`config.mk`:
```
export PLATFORM = sky130hd
export DESIGN_NAME = ocp_pin_control
export DESIGN_NICKNAME = d
export VERILOG_FILES = /design/src/rtl/ocp_pkg.sv /design/src/rtl/ocp_sync_if.sv /design/src/rtl/ocp_sync.sv /design/src/rtl/ocp_pin_control.sv
export SDC_FILE = /design/constraint.sdc
export NUM_CORES = 1
export LEC_CHECK = 0
export ABC_AREA = 1
export BUFFER_PORTS_ARGS = -buffer_cell sky130_fd_sc_hd__buf_2
export CAP_MARGIN = 20
export CORE_UTILIZATION = 53
export CTS_CLUSTER_SIZE = 24
export DETAILED_ROUTE_END_ITERATION = 8
export PLACE_DENSITY = 0.81
export SLEW_MARGIN = 5
export SYNTH_ARGS = -nofsm -noshare
export SYNTH_HDL_FRONTEND = slang
export SYNTH_SLANG_ARGS = --single-unit
export TNS_END_PERCENT = 5
```
`constraint.sdc`:
```
create_clock -name clk -period 1.7 [get_ports clk]
set_input_delay 0.085 -clock clk [delete_from_list [all_inputs] [get_ports clk]]
set_output_delay 0.085 -clock clk [all_outputs]
set_load 0.05 [all_outputs]
```
`src/rtl/ocp_pkg.sv`:
```
// How it works
// - With the start-up clock option on, the initialization count is timed by edges of startupClockIn.
// - In the active serial scheme with the clock source and start-up clock options set, configSerialClock follows startupClockIn.
// - Each optional pin is ordinary user I/O when its option is off and dedicated only when it is on.
// - While configRequestN is low the initialization-complete pin is left undriven.
// - Once the first frame has loaded the initialization-complete option, that pin is driven low.
// - At the end of initialization the pin is released, never driven high, and user mode begins.
// - With the calibration gating option on, release waits for terminationCalibrated; otherwise it does not.
// - With the output-enable option on and that input low, every user I/O is forced to high impedance.
// - With the output-enable input high, user I/O follows its programmed output enables.
// - With the clear option on and the clear input low, every register is cleared; high lets them run.
package ocp_pkg;

    // sequencer state, binary coded
    typedef enum logic [2:0] {
        OCP_IDLE    = 3'h0,
        OCP_LOAD    = 3'h1,
        OCP_CONFIG  = 3'h2,
        OCP_INIT    = 3'h3,
        OCP_CALWAIT = 3'h4,
        OCP_USER    = 3'h5
    } ocp_state_e;

    // option word handed over with the first configuration frame
    localparam int OPT_W            = 6;
    localparam int OPT_STARTUP_CLK  = 0;
    localparam int OPT_INIT_DONE    = 1;
    localparam int OPT_CAL_GATE     = 2;
    localparam int OPT_GLOBAL_OE    = 3;
    localparam int OPT_GLOBAL_CLR   = 4;
    localparam int OPT_SCLK_FROM_US = 5;
    localparam logic [OPT_W-1:0] OPT_RESET = 6'h00;

    // synchronised override bits
    localparam int SYNC_W      = 2;
    localparam int SYNC_OE     = 0;
    localparam int SYNC_CLR    = 1;
    localparam logic [SYNC_W-1:0] SYNC_RESET = 2'h3;  // inactive levels

    // timing
    localparam int INIT_TICKS_DEF = 16;  // ticks of initialization: start-up clock edges with that option on, else fabric cycles
    localparam int SCLK_HALF_DEF  = 4;   // internal serial clock half period, cycles

endpackage

```
`src/rtl/ocp_sync_if.sv`:
```
`timescale 1ns/1ps
// raw override pins in, synchronised copies out
interface ocp_sync_if;
    import ocp_pkg::*;
    logic [SYNC_W-1:0] rawIn;
    logic [SYNC_W-1:0] syncOut;

    modport owner (
        output rawIn,
        input  syncOut
    );

    modport sync (
        input  rawIn,
        output syncOut
    );
endinterface

```
`src/rtl/ocp_sync.sv`:
```
`timescale 1ns/1ps
module ocp_sync (
    input  wire logic clk,
    input  wire logic nrst,
    ocp_sync_if.sync  port
);
    import ocp_pkg::*;

    typedef struct packed {
        logic [SYNC_W-1:0] stage1;
        logic [SYNC_W-1:0] stage2;
    } ocp_sync_s;

    ocp_sync_s state_q;
    ocp_sync_s state_d;

    // first stage feeds only the second one, so it never fans out metastable
    always_comb begin
        state_d        = state_q;
        state_d.stage1 = port.rawIn;
        state_d.stage2 = state_q.stage1;
    end

    // reset to the inactive pin levels
    always_ff @(posedge clk or negedge nrst) begin
        if (!nrst) begin
            state_q <= '{stage1: SYNC_RESET, stage2: SYNC_RESET};
        end else begin
            state_q <= state_d;
        end
    end

    assign port.syncOut = state_q.stage2;
endmodule

```
`src/rtl/ocp_pin_control.sv`:
```
`timescale 1ns/1ps
module ocp_pin_control #(
    parameter int INIT_TICKS = ocp_pkg::INIT_TICKS_DEF,
    parameter int SCLK_HALF  = ocp_pkg::SCLK_HALF_DEF
) (
    input  wire logic                     clk,
    input  wire logic                     nrst,
    // configuration request pin, low restarts configuration
    input  wire logic                     configRequestN,
    // from the configuration sequencer
    input  wire logic                     activeSerialScheme,
    input  wire logic                     firstFrameValid,
    input  wire logic [ocp_pkg::OPT_W-1:0] firstFrameOptions,
    input  wire logic                     configDone,
    // from termination calibration
    input  wire logic                     terminationCalibrated,
    // optional pins
    input  wire logic                     startupClockIn,
    input  wire logic                     globalOutputEnable,
    input  wire logic                     globalClearN,
    output logic                          initDonePinOut,
    output logic                          initDonePinOeN,
    // user logic side of the pins when used as plain I/O
    input  wire logic                     userInitDoneOut,
    input  wire logic                     userInitDoneOeN,
    output logic                          userStartupPin,
    output logic                          userOutputEnablePin,
    output logic                          userClearPin,
    // device-wide effects
    output logic                          configSerialClock,
    output logic                          ioTristateAll,
    output logic                          registerClearAll,
    output logic                          userMode
);
    import ocp_pkg::*;

    localparam int CNT_W  = (INIT_TICKS > 1) ? $clog2(INIT_TICKS) : 1;
    localparam int DIV_W  = (SCLK_HALF > 1) ? $clog2(SCLK_HALF) : 1;
    localparam logic [CNT_W-1:0] CNT_LAST = CNT_W'(INIT_TICKS - 1);
    localparam logic [DIV_W-1:0] DIV_LAST = DIV_W'(SCLK_HALF - 1);

    typedef struct packed {
        ocp_state_e        fsm;
        logic [OPT_W-1:0]  opts;
        logic [CNT_W-1:0]  initCnt;
        logic [DIV_W-1:0]  divCnt;
        logic              startPrev;
        logic              sclk;
        logic              idOut;
        logic              idOeN;
        logic              usrStart;
        logic              usrOe;
        logic              usrClr;
        logic              triAll;
        logic              clrAll;
        logic              user;
    } ocp_state_s;

    ocp_state_s state_q;
    ocp_state_s state_d;

    ocp_sync_if syncPort ();

    // override pins are asynchronous to the fabric
    assign syncPort.rawIn = {globalClearN, globalOutputEnable};

    ocp_sync u_sync (
        .clk  (clk),
        .nrst (nrst),
        .port (syncPort)
    );

    // true while configuration data or initialization is in progress
    function automatic logic inConfig(input ocp_state_e s);
        inConfig = (s == OCP_CONFIG) || (s == OCP_INIT) || (s == OCP_CALWAIT);
    endfunction

    logic startEdge;
    logic initTick;
    logic calReady;
    logic oeOverride;
    logic clrOverride;
    logic sclkFromUser;

    // decoded conditions on the latched options
    always_comb begin
        startEdge    = startupClockIn && !state_q.startPrev;
        // user clock edges pace initialization, else every fabric cycle
        initTick     = state_q.opts[OPT_STARTUP_CLK] ? startEdge : 1'b1;
        // gating ignored when the option is off
        calReady     = !state_q.opts[OPT_CAL_GATE] || terminationCalibrated;
        oeOverride   = state_q.opts[OPT_GLOBAL_OE] && !syncPort.syncOut[SYNC_OE];
        clrOverride  = state_q.opts[OPT_GLOBAL_CLR] && !syncPort.syncOut[SYNC_CLR];
        sclkFromUser = activeSerialScheme && state_q.opts[OPT_SCLK_FROM_US]
                       && state_q.opts[OPT_STARTUP_CLK];
    end

    // sequencer, pin muxing and serial clock, all in one next-state copy
    always_comb begin
        state_d           = state_q;
        state_d.startPrev = startupClockIn;

        // configuration sequence
        case (state_q.fsm)
            OCP_IDLE: begin
                if (configRequestN) begin
                    state_d.fsm = OCP_LOAD;
                end
            end
            OCP_LOAD: begin
                // options arrive with the first frame only
                if (firstFrameValid) begin
                    state_d.opts = firstFrameOptions;
                    state_d.fsm  = OCP_CONFIG;
                end
            end
            OCP_CONFIG: begin
                if (configDone) begin
                    state_d.initCnt = '0;
                    state_d.fsm     = OCP_INIT;
                end
            end
            OCP_INIT: begin
                if (initTick) begin
                    if (state_q.initCnt == CNT_LAST) begin
                        state_d.fsm = calReady ? OCP_USER : OCP_CALWAIT;
                    end else begin
                        state_d.initCnt = state_q.initCnt + CNT_W'(1);
                    end
                end
            end
            OCP_CALWAIT: begin
                if (terminationCalibrated) begin
                    state_d.fsm = OCP_USER;
                end
            end
            OCP_USER: begin
                state_d.fsm = OCP_USER;
            end
            default: begin
                state_d.fsm = OCP_IDLE;
            end
        endcase

        // a low request aborts everything and forgets the options
        if (!configRequestN) begin
            state_d.fsm     = OCP_IDLE;
            state_d.opts    = OPT_RESET;
            state_d.initCnt = '0;
        end

        state_d.user = (state_d.fsm == OCP_USER);

        // serial clock: only toggles while configuration is under way
        if (state_q.fsm == OCP_LOAD || state_q.fsm == OCP_CONFIG) begin
            if (sclkFromUser) begin
                state_d.sclk   = startupClockIn;
                state_d.divCnt = '0;
            end else if (state_q.divCnt == DIV_LAST) begin
                state_d.divCnt = '0;
                state_d.sclk   = !state_q.sclk;
            end else begin
                state_d.divCnt = state_q.divCnt + DIV_W'(1);
            end
        end else begin
            state_d.sclk   = 1'b0;
            state_d.divCnt = '0;
        end

        // init-done pin: open drain when dedicated, low level or released; as plain user I/O it can drive high
        state_d.idOut = 1'b0;
        state_d.idOeN = 1'b1;
        if (state_d.opts[OPT_INIT_DONE]) begin
            // dedicated: pull low from option load until initialization ends
            state_d.idOeN = !inConfig(state_d.fsm);
        end else if (state_d.fsm == OCP_USER && !oeOverride) begin
            // plain user I/O, honoured only in user mode
            state_d.idOut = userInitDoneOut;
            state_d.idOeN = userInitDoneOeN;
        end
        if (state_d.fsm == OCP_IDLE) begin
            state_d.idOeN = 1'b1;
        end

        // input pins reach user logic only when their option is off
        state_d.usrStart = state_q.opts[OPT_STARTUP_CLK] ? 1'b0 : startupClockIn;
        state_d.usrOe    = state_q.opts[OPT_GLOBAL_OE] ? 1'b0 : globalOutputEnable;
        state_d.usrClr   = state_q.opts[OPT_GLOBAL_CLR] ? 1'b0 : globalClearN;

        // device-wide overrides act on the fabric, from the synced copies
        state_d.triAll = oeOverride;
        state_d.clrAll = clrOverride;
    end

    // one register for the whole block apart from the override synchronizer in u_sync
    always_ff @(posedge clk or negedge nrst) begin
        if (!nrst) begin
            state_q <= '{fsm:       OCP_IDLE,
                         opts:      OPT_RESET,
                         initCnt:   '0,
                         divCnt:    '0,
                         startPrev: 1'b0,
                         sclk:      1'b0,
                         idOut:     1'b0,
                         idOeN:     1'b1,
                         usrStart:  1'b0,
                         usrOe:     1'b0,
                         usrClr:    1'b0,
                         triAll:    1'b0,
                         clrAll:    1'b0,
                         user:      1'b0};
        end else begin
            state_q <= state_d;
        end
    end

    // every output straight from the register
    assign initDonePinOut      = state_q.idOut;
    assign initDonePinOeN      = state_q.idOeN;
    assign userStartupPin      = state_q.usrStart;
    assign userOutputEnablePin = state_q.usrOe;
    assign userClearPin        = state_q.usrClr;
    assign configSerialClock   = state_q.sclk;
    assign ioTristateAll       = state_q.triAll;
    assign registerClearAll    = state_q.clrAll;
    assign userMode            = state_q.user;
endmodule

```
==> results.md <==
- Outcome: complete, no violations
- Global-route total usage across every layer: 0.223
- Cell Int Power: 1.03 mW
- Wirelength, routed: 2400 microns
- First-pass GRT wire length: 4140 microns
- FP Rows: 17
- Cts bufs inserted: 5
- Layout Skew: 8.99 ps
- Latest clock arrival within the worst-skew pair: 330 ps
- Most frequent cells in the layout: nand2_1, buf_2, dfrtp_1
- Routability cong.: 0.733
- Switch share: 0.337
- First DRT Iteration DRCs: 20
- Critical Path RT: about 2000 ps
- Via/cell ratio: 4.87
- Crit path buf inv count: 0
- Number of global-route vias before repair: 1,018
- WHS: 17.8 ps
- Drt first pass iters: 4
- Ports: 27
- Drt wl/cell: roughly 12 microns
- Rel. slew slack: 0.593
- Combinational share of power: 0.226
- Final setup TNS: 0 ps
- Placeable Area: around 2300 sq um
- Clk pwr share: 0.258
- Final HPWL DP: 1680 microns
- Crit-path max cell delay: 460 ps
- R2R Path Start: state_q[23]
- Hold_sp: firstFrameOptions[5]
- Largest family of logic cells by synthesized area: simple AND/OR/NAND/NOR gates
- Antenna viol nets, final: 0
- DR vias: 1,013
- Clock sink count: 29
- Initial Utilization: 0.578
- Worst Setup Path Type: reg2reg
- Reg power frac: 0.516
- Die width: 52.1 microns
- Worst Setup Slack, final: 179 ps
- Area Overhead vs Synth: 21.6%
- Worst-path fanout max: 11
- Netlist Area Pre-Place: 1330 sq um
- Synth Area in Simple Gates: 0.242
- Switch Pwr: 0.524 mW
- Count of pins over their slew limit: 0
- GRT overflow: 0
- Filler instances: around 170
- Post-synthesis sequential area ratio: 0.551
- RSZ-0062 raised after global routing: no
- Max Cap Viol: 0
- Clock buffer depth: 2
- Worst slack, placed: between 200 and 250 ps
- Synth Register Bits: 29
- Critical path's top delay family: simple AND/OR/NAND/NOR gates
- Mux cell area share after synthesis: 0
- Critical path cell sequence: nor2_2 -> nand3_2 -> o21ai_2 -> a21oi_4 -> o21bai_2 -> nand2_1
- FF+latch area: 732 sq um
- Die H: about 52 microns
- Area of the multi-input gates: 497 sq um
- CP startpoint kind: register
- Share of layout cells above drive strength 1: 0.322
- Xor and xnor fraction of the mapped netlist area: 0
- YS warnings: 0
- Minimum clock period: 1520 ps
- Ranking of synthesized cells by area: dfrtp_1, dfstp_2, nand2_1
- Most common cell after layout, fill and taps aside: nand2_1
- Syn Area/Cell: 9.49 sq um
- CP max stage cell: dfrtp_1
- Worst Tran Pin Value: 611 ps
- Clk slew on worst S/H paths: approximately 100 ps
- Antenna cells: 0
- DIE AREA: 2710 sq um
- CP Capture Type: register
- Fin. Hold Viols: 0
- Peak VDD IR: 820 uV
- Post-CTS Setup Repair Bufs: 0
- Post-route DRC violation count: 0
- Initial antenna violation count: 0
- H-Tree Depth: 2
- IO Port Bufs: 26
- Final Setup Violations: 0
- Cells after Synth: 140
- Pwr Density: roughly 960 nW/um^2
- Hold crit path type: in2reg
- CTS tree: done
- Final critical-path share of the clock period: 0.895
- Area leader, netlist: dfrtp_1
- Yosys top cell area share: 0.452
- Net Count, Synth: 160
- CP Data Arrival Time: 1800 ps
- Synth cell types: 28
- Pin count of the biggest net entering global routing: 30
- CP startpoint: state_q[23]
- Leakage: about 0.81 nW
- Post-Synth Adder-Cell Area: 0.0188
- Nets: about 200
- Root buffer cell: clkbuf_4
- FMAX: 0.658 GHz
- Compound-Gate Fraction of Synth Area: 0.111
cell type report:
class | instances | area share
multi-input cells | 86 | 0.308
clock inverters | 3 | 0.0108
inverters | 23 | 0.0534
clock buffers | 5 | 0.0232
well taps | 28 | 0.0217
flip-flops and latches | 29 | 0.453
repair buffers | 34 | 0.130
power groups by stage:
| stage | combinational, mW | clock (mW) | sequential, mW |
|---|---|---|---|
| after floorplan | 0.177 | 0 | 0.885 |
| after global placement | 0.326 | 0 | 0.810 |
| after detailed placement | 0.338 | 0 | 0.814 |
| after CTS | 0.353 | 0.420 | 0.802 |
| after global routing | 0.395 | 0.443 | 0.811 |
| final | 0.351 | 0.401 | 0.802 |
cells in the mapped netlist:
library cell,count
nand2_1,30
dfrtp_1,24
inv_1,21
nor2_1,14
nand3_1,8
dfstp_2,5
o21ai_0,5
a21oi_1,4
nor2_2,3
o22ai_1,3
ha_1,2
nand2_2,2
nand3_2,2
nand4_2,2
nor2_4,2
a21oi_4,1
buf_2,1
buf_6,1
clkinv_1,1
inv_2,1
nor3_1,1
nor3b_2,1
o211ai_1,1
o21ai_1,1
o21ai_2,1
o21ai_4,1
o21bai_2,1
o21bai_4,1
worst paths after layout:
path / endpoint / slack [ps] / cells past startpoint
worst max-delay path: initDonePinOeN / 180 / 6
worst min-delay path: state_q[21] / 20 / 3
worst max register to register: initDonePinOeN / 180 / 6
max in group asynchronous: userMode / 1000 / 2
worst min register to register: u_sync.port.syncOut[0] / 350 / 0
min in group asynchronous: state_q[20] / 290 / 2
repair_timing:
action | 4_1_cts | 5_1_grt
setup endpoints to repair | 0 | 1
hold buffers | 8 | 0
hold endpoints to repair | 34 | 0
gates resized for setup | 0 | 1
per-stage QoR:
step                power [mW]   util  instance area, sq um  cells
floorplan                 1.06      -                  1330    140
global placement          1.14  0.643                  1480    192
detailed placement        1.15  0.643                  1480    192
CTS                       1.58  0.702                  1610    208
global route              1.65  0.703                  1620    208
finish                    1.55  0.703                  1620    208
cells by family (layout without fill, tap and decap cells):
logic type,count (synthesis),after routing
buf+inv,25,65
fa+ha+maj,2,2
compound gates,19,19
flops,29,29
simple gates,65,65
sequential cells by signal, summed over array words and instances, names as in the netlist:
| register | count |
|---|---|
| u_sync.port.syncOut | 2 |
| configSerialClock | 1 |
| userClearPin | 1 |
| ioTristateAll | 1 |
| userOutputEnablePin | 1 |
| state_q | 16 |
| registerClearAll | 1 |
| userMode | 1 |
| initDonePinOeN | 1 |
| userStartupPin | 1 |
| initDonePinOut | 1 |
| u_sync.state_d | 2 |
layer usage:
metal,up-vias,wire length [microns],track usage
met4,0,65,0.149
met3,7,93,0.0526
met5,-,0,0
met2,27,1210,0.385
met1,461,1020,0.238
li1,518,-,-
worst register-to-register path, cell delays in order (launching register included):
cell and delay [ps]:
dfrtp_1 460, nor2_2 210, nand3_2 250, o21ai_2 240, a21oi_4 60, o21bai_2 190
nand2_1 60
Note: power is estimated with default switching activity, not from simulation.
